==> src/pkg/usaf_map.svh <==
// Purpose: Named constants for the auxiliary-pin and flow-control block.
// Assumes: Included by the package and by the top module.
// Notes:   Definitions only; guarded against double inclusion.
`ifndef USAF_MAP_SVH
`define USAF_MAP_SVH
`define USAF_CLK_HZ       40000000   // System clock rate in hertz.
`define USAF_IND_MS       100        // Indicator pulse length in milliseconds.
`define USAF_RX_DEPTH     128        // Bytes held toward the host.
`define USAF_TX_DEPTH     128        // Bytes held toward the serial master.
`define USAF_LOW_WATER    16         // Free bytes at which not-full drops.
`define USAF_HIGH_WATER   32         // Free bytes at which not-full returns.
`define USAF_REPORT_BYTES 63         // Bytes per report to the host.
`define USAF_NPINS        11         // Number of auxiliary pins.
`define USAF_FIRST_PIN    0          // Pin that may carry no output.
`define USAF_TENTH_PIN    9          // Only pin for send and interrupt inputs.
`define USAF_FILLER_RST   8'hff      // Filler byte after reset.
`define USAF_MODE_RST     2'h3       // Clock polarity and phase after reset.
`define USAF_MAXP_RST     8'h32      // Max bus power in 2 mA units (100 mA).
`endif

==> src/pkg/usaf_pkg.sv <==
// Purpose: Shared types of the auxiliary-pin and flow-control block.
// Assumes: The constant header sits beside this file.
// Notes:   Encodings are free choices, except power source: its setting write casts raw values.
`include "usaf_map.svh"
package usaf_pkg;
  // Function that software assigns to one auxiliary pin.
  typedef enum logic [3:0] {
    FN_NONE, FN_TX_IND, FN_RX_IND, FN_TXRX_IND, FN_CONFIGURED, FN_SUSPEND_N,
    FN_HOST_RDY, FN_LOW_PWR, FN_ASG_N, FN_RX_NOT_FULL, FN_TX_EMPTY, FN_SEND,
    FN_DIN, FN_DOUT, FN_INTR, FN_SELF_PWR
  } usaf_func_t;
  // Where the product takes its power from.
  typedef enum logic [1:0] {PWR_BUS, PWR_SELF, PWR_BOTH} usaf_pwr_src_t;
  // Which non-volatile setting a write addresses.
  typedef enum logic [2:0] {NV_LOCK, NV_MODE, NV_FILLER, NV_PWR_SRC, NV_MAX_PWR} usaf_nv_sel_t;
endpackage : usaf_pkg

==> src/hdl/usaf_top.sv <==
// Purpose: Auxiliary pins, status outputs and buffer flow control.
// Assumes: USB side signals come from logic on clk; pins are asynchronous.
// Notes:   Send and interrupt inputs are active high; outputs active as named.
// Behaviour
// - Transmit indicator on 100 ms per send.
// - Receive indicator on 100 ms per arrival.
// - Combined indicator on 100 ms for either.
// - Configured output high once configured, also suspended.
// - Suspend output low while host sleeps.
// - Host-ready high once host application runs, configured and not suspended.
// - Low-power high while limited to 100 mA.
// - Go output low only configured, not suspended.
// - Status outputs follow the state encoding table.
// - Not-full drops at 16 free, returns at 32.
// - Bytes stored while any space remains.
// - Bytes into a full buffer are dropped.
// - Empty flag low on entry, high at last.
// - Send active: forward at 63 bytes or deselect.
// - Send inactive: hold bytes, start no new report.
// - Send rising: interrupt and forward at once.
// - General outputs reset inactive, set by command.
// - Interrupt pin rising gives one report.
// - Write lock ignores non-volatile setting writes.
// - Filler byte configurable, resets to all ones.
// - Filler loaded when empty is always sent.
// - Power source setting; sense reported when both.
// - Max bus power resets to 100 mA.
// - Four clock modes, default idle-high rising sample.
`timescale 1ns/10ps
`include "usaf_map.svh"
module usaf_top #(
  parameter int RX_DEPTH   = `USAF_RX_DEPTH,
  parameter int TX_DEPTH   = `USAF_TX_DEPTH,
  parameter int IND_CYCLES = `USAF_IND_MS * (`USAF_CLK_HZ / 1000)
) (
  input  wire logic                                    clk,
  input  wire logic                                    sys_rst,
  input  wire logic                                    sck_pin,
  input  wire logic                                    mosi_pin,
  input  wire logic                                    ss_n_pin,
  output logic                                         miso_o,
  output logic                                         miso_oe,
  input  wire logic                                    host_data_valid,
  input  wire logic [7:0]                              host_data,
  output logic                                         host_data_ready,
  output logic                                         usb_rpt_valid,
  output logic [7:0]                                   usb_rpt_data,
  output logic                                         usb_rpt_last,
  input  wire logic                                    usb_rpt_ready,
  input  wire logic                                    usb_configured,
  input  wire logic                                    usb_suspended,
  input  wire logic                                    unpowered_hub_state,
  input  wire logic                                    host_app_running,
  input  wire usaf_pkg::usaf_func_t [`USAF_NPINS-1:0]  aux_func,
  input  wire logic [`USAF_NPINS-1:0]                  aux_pin_i,
  output logic [`USAF_NPINS-1:0]                       aux_pin_o,
  output logic [`USAF_NPINS-1:0]                       aux_pin_oe,
  output logic [`USAF_NPINS-1:0]                       pin_levels,
  input  wire logic                                    gpo_set_valid,
  input  wire logic [3:0]                              gpo_set_idx,
  input  wire logic                                    gpo_set_level,
  output logic                                         int_report,
  input  wire logic                                    nv_wr_valid,
  input  wire usaf_pkg::usaf_nv_sel_t                  nv_wr_sel,
  input  wire logic [7:0]                              nv_wr_data,
  output logic                                         write_lock,
  output logic [1:0]                                   spi_mode,
  output logic [7:0]                                   filler_byte,
  output usaf_pkg::usaf_pwr_src_t                      power_src,
  output logic [7:0]                                   max_bus_power,
  output logic                                         self_power_rpt
);
  import usaf_pkg::*;
  localparam int NP = `USAF_NPINS;
  localparam int RW = $clog2(RX_DEPTH);
  localparam int TW = $clog2(TX_DEPTH);
  localparam logic [RW:0] RX_FULL = (RW + 1)'(RX_DEPTH);
  localparam logic [TW:0] TX_FULL = (TW + 1)'(TX_DEPTH);
  localparam logic [RW:0] LOW_W = (RW + 1)'(`USAF_LOW_WATER);
  localparam logic [RW:0] HIGH_W = (RW + 1)'(`USAF_HIGH_WATER);
  localparam logic [RW:0] RPT_N = (RW + 1)'(`USAF_REPORT_BYTES);

  // Whole control state of the block; the two byte stores sit beside it.
  typedef struct packed {
    logic [NP-1:0] meta;      // First synchroniser stage of the pins.
    logic [NP-1:0] sync;      // Second stage, the only copy logic reads.
    logic [NP-1:0] gpo;       // Levels of general-purpose outputs.
    logic [NP-1:0] pin_o;     // Registered pin drive values.
    logic [NP-1:0] pin_oe;    // Registered pin enables.
    logic [RW-1:0] rx_wr, rx_rd;
    logic [RW:0]   rx_cnt;
    logic [TW-1:0] tx_wr, tx_rd;
    logic [TW:0]   tx_cnt;
    logic          not_full;  // Receive-not-full with hysteresis.
    logic          send_prev, intr_prev;
    logic          pend;      // Deselect or send edge still to be served.
    logic [RW:0]   fwd_left;  // Bytes left in the report being sent.
    logic          int_rpt;
    logic          lock;
    logic [1:0]    mode;
    logic [7:0]    filler, maxp;
    usaf_pwr_src_t psrc;
    logic          cfg, susp_n, lowp, asg_n, hrdy;
  } usaf_st_t;
  usaf_st_t r, n;

  logic [7:0]    rx_mem [RX_DEPTH];  // Bytes from the master toward the host.
  logic [7:0]    tx_mem [TX_DEPTH];  // Bytes from the host toward the master.
  logic          tx_take, rx_valid, frame_end;
  logic [7:0]    rx_byte;
  logic          rx_push, rx_pop, tx_push, tx_pop;
  logic          tx_ind, rx_ind, txrx_ind;
  logic          send_on, send_rise, intr_rise, self_sense;
  logic [RW:0]   rx_free;
  logic [NP-1:0] pin_val, pin_en;

  // Serial slave port; the mode setting selects the clock edges.
  usaf_spi_slave u_spi (
    .clk       (clk),
    .sys_rst   (sys_rst),
    .sck_pin   (sck_pin),
    .mosi_pin  (mosi_pin),
    .ss_n_pin  (ss_n_pin),
    .cpol      (r.mode[1]),
    .cpha      (r.mode[0]),
    .tx_have   (r.tx_cnt != '0),
    .tx_byte   (tx_mem[r.tx_rd]),
    .filler    (r.filler),
    .tx_take   (tx_take),
    .rx_valid  (rx_valid),
    .rx_byte   (rx_byte),
    .frame_end (frame_end),
    .miso_o    (miso_o),
    .miso_oe   (miso_oe)
  );

  // Three activity indicators, each restarted by its own events.
  usaf_ind_pulse #(.CYCLES(IND_CYCLES)) u_tx_ind (
    .clk(clk), .sys_rst(sys_rst), .trig(rx_pop), .ind(tx_ind));
  usaf_ind_pulse #(.CYCLES(IND_CYCLES)) u_rx_ind (
    .clk(clk), .sys_rst(sys_rst), .trig(tx_push), .ind(rx_ind));
  usaf_ind_pulse #(.CYCLES(IND_CYCLES)) u_txrx_ind (
    .clk(clk), .sys_rst(sys_rst), .trig(rx_pop | tx_push), .ind(txrx_ind));

  // Buffer handshakes; a full receive store simply refuses the byte.
  assign rx_push = rx_valid && (r.rx_cnt != RX_FULL);
  assign rx_pop = usb_rpt_valid && usb_rpt_ready;
  assign host_data_ready = (r.tx_cnt != TX_FULL);
  assign tx_push = host_data_valid && host_data_ready;
  assign tx_pop = tx_take;
  assign rx_free = RX_FULL - r.rx_cnt;
  assign usb_rpt_valid = (r.fwd_left != '0);
  assign usb_rpt_data = rx_mem[r.rx_rd];
  assign usb_rpt_last = (r.fwd_left == (RW + 1)'(1));

  // Send input exists only on the tenth pin; without it sending is free.
  assign send_on = (aux_func[`USAF_TENTH_PIN] == FN_SEND) ? r.sync[`USAF_TENTH_PIN] : 1'b1;
  assign send_rise = (aux_func[`USAF_TENTH_PIN] == FN_SEND) && send_on && !r.send_prev;
  assign intr_rise = (aux_func[`USAF_TENTH_PIN] == FN_INTR)
                     && r.sync[`USAF_TENTH_PIN] && !r.intr_prev;

  // The sense input may sit on any pin; any pin so set reports self power.
  always_comb begin
    self_sense = 1'b0;
    for (int i = 0; i < NP; i++) begin
      if (aux_func[i] == FN_SELF_PWR) begin
        self_sense = self_sense | r.sync[i];
      end
    end
  end

  // Per-pin function multiplexer; the first pin never drives an output.
  for (genvar i = 0; i < NP; i++) begin : g_pin
    always_comb begin
      pin_en[i] = (i != `USAF_FIRST_PIN);
      unique case (aux_func[i])
        FN_TX_IND:      pin_val[i] = tx_ind;
        FN_RX_IND:      pin_val[i] = rx_ind;
        FN_TXRX_IND:    pin_val[i] = txrx_ind;
        FN_CONFIGURED:  pin_val[i] = r.cfg;
        FN_SUSPEND_N:   pin_val[i] = r.susp_n;
        FN_HOST_RDY:    pin_val[i] = r.hrdy;
        FN_LOW_PWR:     pin_val[i] = r.lowp;
        FN_ASG_N:       pin_val[i] = r.asg_n;
        FN_RX_NOT_FULL: pin_val[i] = r.not_full;
        FN_TX_EMPTY:    pin_val[i] = (r.tx_cnt == '0);
        FN_DOUT:        pin_val[i] = r.gpo[i];
        default: begin
          // Inputs and unused pins float.
          pin_val[i] = 1'b0;
          pin_en[i] = 1'b0;
        end
      endcase
    end
  end

  // Next-state logic of buffers, status, forwarding and settings.
  always_comb begin
    n = r;
    n.meta = aux_pin_i;
    n.sync = r.meta;
    n.pin_o = pin_val;
    n.pin_oe = pin_en;
    n.send_prev = send_on;
    n.intr_prev = r.sync[`USAF_TENTH_PIN];
    n.int_rpt = send_rise | intr_rise;
    // Status encoding: sleep keeps configured, raises low power.
    n.cfg = usb_configured;
    n.susp_n = !usb_suspended;
    n.asg_n = !(usb_configured && !usb_suspended);
    n.lowp = !usb_configured || usb_suspended || unpowered_hub_state;
    n.hrdy = usb_configured && !usb_suspended && host_app_running;
    // Receive store toward the host.
    if (rx_push) begin
      n.rx_wr = r.rx_wr + 1'b1;
    end
    if (rx_pop) begin
      n.rx_rd = r.rx_rd + 1'b1;
    end
    n.rx_cnt = r.rx_cnt + (RW + 1)'(rx_push) - (RW + 1)'(rx_pop);
    // Hysteresis on the free space, judged after this cycle's moves.
    if ((RX_FULL - n.rx_cnt) <= LOW_W) begin
      n.not_full = 1'b0;
    end else if ((RX_FULL - n.rx_cnt) >= HIGH_W) begin
      n.not_full = 1'b1;
    end
    // Transmit store toward the master.
    if (tx_push) begin
      n.tx_wr = r.tx_wr + 1'b1;
    end
    if (tx_pop) begin
      n.tx_rd = r.tx_rd + 1'b1;
    end
    n.tx_cnt = r.tx_cnt + (TW + 1)'(tx_push) - (TW + 1)'(tx_pop);
    // Forwarding: a report starts only while send is active.
    n.pend = r.pend | frame_end | send_rise;
    if (rx_pop) begin
      n.fwd_left = r.fwd_left - 1'b1;
    end
    if (r.fwd_left == '0 && send_on && r.rx_cnt != '0
        && (r.rx_cnt >= RPT_N || r.pend)) begin
      n.fwd_left = (r.rx_cnt >= RPT_N) ? RPT_N : r.rx_cnt;
      // A flush outlives this report while more held bytes wait behind it.
      n.pend = frame_end | send_rise | (r.pend && (r.rx_cnt > RPT_N));
    end else if (r.fwd_left == '0 && r.rx_cnt == '0 && !rx_push) begin
      // Nothing to send; a stale deselect must not flush a later byte.
      n.pend = send_rise;
    end
    // General outputs follow the set-pin command.
    if (gpo_set_valid && gpo_set_idx < 4'(NP)) begin
      n.gpo[gpo_set_idx] = gpo_set_level;
    end
    // Setting writes; the lock makes them all inert.
    if (nv_wr_valid && !r.lock) begin
      unique case (nv_wr_sel)
        NV_LOCK:    n.lock = nv_wr_data[0];
        NV_MODE:    n.mode = nv_wr_data[1:0];
        NV_FILLER:  n.filler = nv_wr_data;
        NV_PWR_SRC: n.psrc = (nv_wr_data[1:0] == 2'h3) ? PWR_BOTH
                             : usaf_pwr_src_t'(nv_wr_data[1:0]);
        NV_MAX_PWR: n.maxp = nv_wr_data;
        default:    n.lock = r.lock;
      endcase
    end
  end

  // State register; settings and outputs take their documented defaults.
  always_ff @(posedge clk or posedge sys_rst) begin
    if (sys_rst) begin
      r <= '0;
      r.not_full <= 1'b1;
      r.susp_n <= 1'b1;
      r.lowp <= 1'b1;
      r.asg_n <= 1'b1;
      r.send_prev <= 1'b1;
      r.intr_prev <= 1'b1;
      r.mode <= `USAF_MODE_RST;
      r.filler <= `USAF_FILLER_RST;
      r.maxp <= `USAF_MAXP_RST;
      r.psrc <= PWR_BUS;
    end else begin
      r <= n;
    end
  end

  // Byte stores carry no reset; the pointers decide what is valid.
  always_ff @(posedge clk) begin
    if (rx_push) begin
      rx_mem[r.rx_wr] <= rx_byte;
    end
    if (tx_push) begin
      tx_mem[r.tx_wr] <= host_data;
    end
  end

  assign aux_pin_o = r.pin_o;
  assign aux_pin_oe = r.pin_oe;
  assign pin_levels = r.sync;
  assign int_report = r.int_rpt;
  assign write_lock = r.lock;
  assign spi_mode = r.mode;
  assign filler_byte = r.filler;
  assign power_src = r.psrc;
  assign max_bus_power = r.maxp;
  assign self_power_rpt = (r.psrc == PWR_BOTH) ? self_sense : (r.psrc == PWR_SELF);

  logic int_rpt_seen;  // Interrupt report as the pin side sees it.
  assign int_rpt_seen = int_report;
endmodule : usaf_top

==> src/hdl/usaf_ind_pulse.sv <==
// Purpose: Retriggerable pulse stretcher for one activity indicator.
// Assumes: trig is a one-cycle pulse from logic on clk.
// Notes:   Each trigger restarts the full pulse length.
`timescale 1ns/10ps
module usaf_ind_pulse #(
  parameter int CYCLES = 4000000
) (
  input  wire logic clk,
  input  wire logic sys_rst,
  input  wire logic trig,
  output logic      ind
);
  import usaf_pkg::*;
  localparam int W = $clog2(CYCLES + 1);
  localparam logic [W-1:0] LOAD = W'(CYCLES);

  // Whole state of the stretcher.
  typedef struct packed {
    logic [W-1:0] cnt;  // Cycles left in the pulse.
    logic         ind;  // Registered indicator level.
  } usaf_pls_t;
  usaf_pls_t r, n;

  // Reload on every event, otherwise count down to zero.
  always_comb begin
    n = r;
    if (trig) begin
      n.cnt = LOAD;
    end else if (r.cnt != '0) begin
      n.cnt = r.cnt - 1'b1;
    end
    n.ind = (n.cnt != '0);
  end

  // State register.
  always_ff @(posedge clk or posedge sys_rst) begin
    if (sys_rst) begin
      r <= '0;
    end else begin
      r <= n;
    end
  end

  assign ind = r.ind;
endmodule : usaf_ind_pulse

==> src/hdl/usaf_spi_slave.sv <==
// Purpose: Serial slave port, all four clock modes, MSB first bytes.
// Assumes: sck is far slower than clk, so every pin edge is seen.
// Notes:   Pins pass two flip-flops; edges are found on the synced copy.
`timescale 1ns/10ps
module usaf_spi_slave (
  input  wire logic       clk,
  input  wire logic       sys_rst,
  input  wire logic       sck_pin,
  input  wire logic       mosi_pin,
  input  wire logic       ss_n_pin,
  input  wire logic       cpol,
  input  wire logic       cpha,
  input  wire logic       tx_have,
  input  wire logic [7:0] tx_byte,
  input  wire logic [7:0] filler,
  output logic            tx_take,
  output logic            rx_valid,
  output logic [7:0]      rx_byte,
  output logic            frame_end,
  output logic            miso_o,
  output logic            miso_oe
);
  import usaf_pkg::*;

  // Whole state of the port.
  typedef struct packed {
    logic sck_m, sck_s, sck_d, mosi_m, mosi_s, ss_m, ss_s, ss_d;
    logic [7:0] sh;     // Outgoing byte.
    logic [7:0] rsh;    // Incoming byte.
    logic [2:0] bits;   // Bits sampled in this byte.
    logic       skip;   // Next shift edge only presents the loaded MSB.
    logic       take, rx_valid, fend, miso, oe;
    logic [7:0] rx_byte;
  } usaf_spi_t;
  usaf_spi_t r, n;
  logic rise, fall, samp, shft, start, ld, first;

  assign rise  = r.sck_s & ~r.sck_d;
  assign fall  = ~r.sck_s & r.sck_d;
  assign samp  = cpha ? (cpol ? rise : fall) : (cpol ? fall : rise);
  assign shft  = cpha ? (cpol ? fall : rise) : (cpol ? rise : fall);
  assign start = ~r.ss_s & r.ss_d;

  // Sampling, shifting and byte loading.
  always_comb begin
    n = r;
    ld = 1'b0;
    first = 1'b0;
    n.sck_m = sck_pin;
    n.sck_s = r.sck_m;
    n.sck_d = r.sck_s;
    n.mosi_m = mosi_pin;
    n.mosi_s = r.mosi_m;
    n.ss_m = ss_n_pin;
    n.ss_s = r.ss_m;
    n.ss_d = r.ss_s;
    n.take = 1'b0;
    n.rx_valid = 1'b0;
    n.fend = r.ss_s & ~r.ss_d;
    if (start) begin
      n.bits = '0;
      ld = 1'b1;
      first = 1'b1;
    end else if (!r.ss_s) begin
      if (samp) begin
        n.rsh = {r.rsh[6:0], r.mosi_s};
        n.bits = r.bits + 1'b1;
        if (r.bits == 3'h7) begin
          n.rx_valid = 1'b1;
          n.rx_byte = {r.rsh[6:0], r.mosi_s};
          ld = 1'b1;
        end
      end else if (shft) begin
        if (r.skip) begin
          n.skip = 1'b0;
        end else begin
          n.sh = {r.sh[6:0], 1'b0};
        end
      end
    end
    // A loaded filler byte stays even if host data lands right after.
    if (ld) begin
      n.sh = tx_have ? tx_byte : filler;
      n.take = tx_have;
      n.skip = cpha | ~first;
    end
    n.miso = n.sh[7];
    n.oe = ~r.ss_s;
  end

  // State register.
  always_ff @(posedge clk or posedge sys_rst) begin
    if (sys_rst) begin
      r <= '0;
      r.sck_m <= 1'b1;
      r.sck_s <= 1'b1;
      r.sck_d <= 1'b1;
      r.ss_m <= 1'b1;
      r.ss_s <= 1'b1;
      r.ss_d <= 1'b1;
    end else begin
      r <= n;
    end
  end

  assign tx_take = r.take;
  assign rx_valid = r.rx_valid;
  assign rx_byte = r.rx_byte;
  assign frame_end = r.fend;
  assign miso_o = r.miso;
  assign miso_oe = r.oe;
endmodule : usaf_spi_slave

==> config.mk <==
export PLATFORM = sky130hd
export DESIGN_NAME = usaf_top
export DESIGN_NICKNAME = d
export VERILOG_FILES = /design/src/pkg/usaf_pkg.sv /design/src/hdl/usaf_top.sv /design/src/hdl/usaf_ind_pulse.sv /design/src/hdl/usaf_spi_slave.sv
export VERILOG_INCLUDE_DIRS = /design/src /design/src/pkg
export SDC_FILE = /design/constraint.sdc
export NUM_CORES = 2
export LEC_CHECK = 0
export ABC_CLOCK_PERIOD_IN_PS = 8500
export BUFFER_PORTS_ARGS = -buffer_cell sky130_fd_sc_hd__buf_4
export CORE_MARGIN = 2
export CORE_UTILIZATION = 44
export CTS_CLUSTER_DIAMETER = 200
export DETAILED_ROUTE_END_ITERATION = 12
export PLACE_DENSITY = 0.59
export SYNTH_ARGS = -nofsm -noshare
export SYNTH_HDL_FRONTEND = slang
export SYNTH_HIERARCHICAL = 1
export SYNTH_SLANG_ARGS = --single-unit
==> constraint.sdc <==
create_clock -name clk -period 8.5 [get_ports clk]
set_clock_uncertainty 0.2 [all_clocks]
set_input_delay 1.275 -clock clk [delete_from_list [all_inputs] [get_ports clk]]
set_output_delay 1.275 -clock clk [all_outputs]
set_load 0.01 [all_outputs]
==> impl_results.md <==
* Status: finished clean
* Final GP Congestion at 0.8225
* DR pass1 iterations at 5
* Site row count at 168
* Clock period minus worst slack at 6383 ps
* Clk sinks at 2,293
* Resized Gates After CTS at 0
* Clk_lat worst skew at between 800 and 900 ps
* Synth top cells by count: edfxtp_1, mux4_2, nor2_1, nand2_1, dfrtp_1
* Post-synthesis register bit count at 2,293
* Layout cells sized above 1 at 23.04%
* Initial antenna violation count at 1
* DR DRC count at 0
* Worst path most repeated cell: buf_4
* Die W at 464.3 microns
* Hold WS at approximately 150 ps
* Post-synth EDFFs at a little over 2,000
* Initial DRC count at 4,277
* Global Route Usage Sum at 20.04%
* Async S/R FF share, synth at between 10% and 20%
* Number of synthesis warnings at 6
* Port buffer count at 159
* Combinational power share at between 20% and 30%
* Area leader, netlist: edfxtp_1
* # H-tree levels at 4
* CP max FO at 50
* Area delta synth->final at 11.93%
* GRT overflow at 0
* Core Region at 210,000 sq um
* DIE HEIGHT at ~460 microns
* Period Utilization, post-route at between 70% and 80%
* Vias at 47,320
* Share of the synthesized area in the top cell type at 65.97%
* CP arrival at 4910 ps
* Max Cap Viol at 0
* CTS Hold Buffers Added at 0
* Part of the power in registers at 43.7%
* Vias in the first global route at 48,230
* Delay of the slowest critical-path stage at roughly 740 ps
* Inserted Clock Buffers at 234
* Full die area at 215,600 sq um
* CP startpoint kind: register
* Fillers at 17,090
* RSZ-0062 raised after global routing: no
* Syn_nets at 5,238
* Setup violators final at 0
* Root Driver: clkbuf_16
* Global-route wire length before repair at roughly 320,000 microns
* Post-synth top flop: edfxtp_1
* Total power per unit cell area at 286.9 nW/um^2
* Switch share at 29.18%
* Element type at the critical path end: output pin
* Hold Crit Class: reg -> reg
* Syn Inst Count at 5,107
* DRT antenna net count at 0
* Clock power share at between 30 and 40%
* Final setup margin at roughly 2100 ps
* Pre-CTS setup slack at just over 3000 ps
* Synth unique cells at 86
* Slew Viols, Final at 0
* Setup Fix Bufs, Post-CTS at 0
* Most common cell in the netlist: edfxtp_1
* Net Sw Power at 0.008736 W
* WL final at about 220,000 microns
* Worst VDD drop at approximately 290 uV
* Top cells by area, synth: edfxtp_1, mux4_2, dfrtp_1, mux2i_1, nor2_1
* Slew headroom at roughly a fifth
* Vias per cell at 5.751
* CP max-delay cell: a221oi_1
* # IOs at around 160
* Post-DP HPWL at 132,500 microns
* Max Freq at 0.1567 GHz
* Final #Nets at 5,348
* Largest net degree at the start of global routing at between 100 and 150
* Post-Syn Area at between 90,000 and 100,000 sq um
* Slew @ Worst Pin at ~1200 ps
* Clock transition at the registers of the reported paths at 60 ps
* Setup CP Type: reg -> out
* Crit-path cells: buf_4 -> buf_4 -> mux4_2 -> o22ai_1 -> a211oi_1 -> a221oi_1 -> a21oi_1 -> buf_4
* Hold Fails Final Rpt at 0
* Internal cell power at 0.02120 W
* Critical Path RT at ~7000 ps
* Setup TNS Final at 0 ps
* Sequential element share of the synthesized area at 72.58%
* Power Total at 0.02994 W
* Clock buffer depth at 3
* CTS tree: yes
* Starting Density at 44.39%
* Static Leakage at 32.57 nW
* Routed len/inst at 26.46 microns
* Mean Syn Cell Area at 18.25 sq um
[power by group through the flow]
stage               clock, W  sequential [W]  combinational (W)
floorplan                  0          0.0129            0.00507
global placement           0          0.0133            0.00673
detailed placement         0          0.0133            0.00677
CTS                   0.0104          0.0131            0.00679
global route          0.0108          0.0131            0.00717
finish                0.0102          0.0131            0.00669
[cell usage in the layout, fill, tap and decap left out, drive strengths merged, types with 41 or more instances in the layout]
cell,Yosys,layout
xnor2,51,51
o22ai,51,51
buf,228,236
nor4,41,41
o21ai,80,80
clkbuf,134,310
edfxtp,2048,2048
dfrtp,220,220
clkinv,3,97
mux4,475,475
nor2,414,414
a21oi,89,89
mux2,93,93
a211oi,52,52
nand3,62,62
inv,56,67
mux2i,186,186
a221oi,65,65
nand2,230,230
nor3,56,56
[layout make-up]
| cell class | count | area [sq um] | area share [%] |
|---|---|---|---|
| flip-flops and latches | 2293 | 67710 | 64.90 |
| multi-input cells | 2393 | 23430 | 22.46 |
| clock buffers | 310 | 6262 | 6.002 |
| well taps | 2805 | 3510 | 3.364 |
| repair buffers | 236 | 1834 | 1.758 |
| clock inverters | 131 | 1360 | 1.303 |
| inverters | 59 | 226.5 | 0.2170 |
| diodes | 1 | 2.502 | 0.002398 |
[layer usage]
metal / global-route usage, % / routed length, microns / up-vias
met2: 32.42 / 106400 / 1465
met5: 0 / 0 / -
li1: - / - / 20640
met1: 28.43 / 94200 / 24900
met3: 3.051 / 11680 / 321
met4: 5.475 / 5393 / 0
[cell families (layout without fill, tap and decap cells)]
logic type      after synthesis  after routing  synth area share, %
xor+xnor                     90             90               0.8617
buf+inv                     421            736                2.327
other cells                   1              2             0.004023
mux                         754            754                14.60
fa+ha+maj                    39             39               0.5396
compound gates              515            515                3.910
simple gates                994            994                5.173
flops                      2293           2293                72.58
[state kept, by name, summed over array words and instances (netlist names), 2 cells and up]
name,flops
aux_pin_o,11
tx_mem,1024
spi_mode,2
r,72
power_src,2
u_tx_ind/r,22
pin_levels,11
n,11
aux_pin_oe,10
filler_byte,8
u_spi/r,22
u_spi/n,5
max_bus_power,8
u_spi/rx_byte,8
u_txrx_ind/r,22
u_rx_ind/r,22
rx_mem,1024
[worst paths after layout]
kind	startpoint	end	slack (ps)	cells after the start
setup / recovery	r[71]	usb_rpt_data[7]	2120	8
hold / removal	n[118]	pin_levels[2]	150	0
hold reg to reg	n[118]	pin_levels[2]	150	0
min in group asynchronous	sys_rst	r[65]	430	2
max in group asynchronous	sys_rst	r[49]	6250	3
setup reg to reg	r[47]	u_spi/r[28]	3870	9
[critical path, delay by kind of cell, from the launching register on]
kind	cells	cell delay, ps
AO/OA/AOI/OAI	4	1320
buffers and inverters	3	1630
flip-flops	1	620
multiplexers	1	440
[per-stage QoR]
stage	utilization, %	instances	area, sq um
final	49.69	8228	104300
after global routing	49.69	8228	104300
after CTS	49.69	8227	104300
after detailed placement	46.06	7786	96720
after global placement	46.06	7786	96720
after floorplan	-	5107	93220
Note: power is estimated with default switching activity, not from simulation.
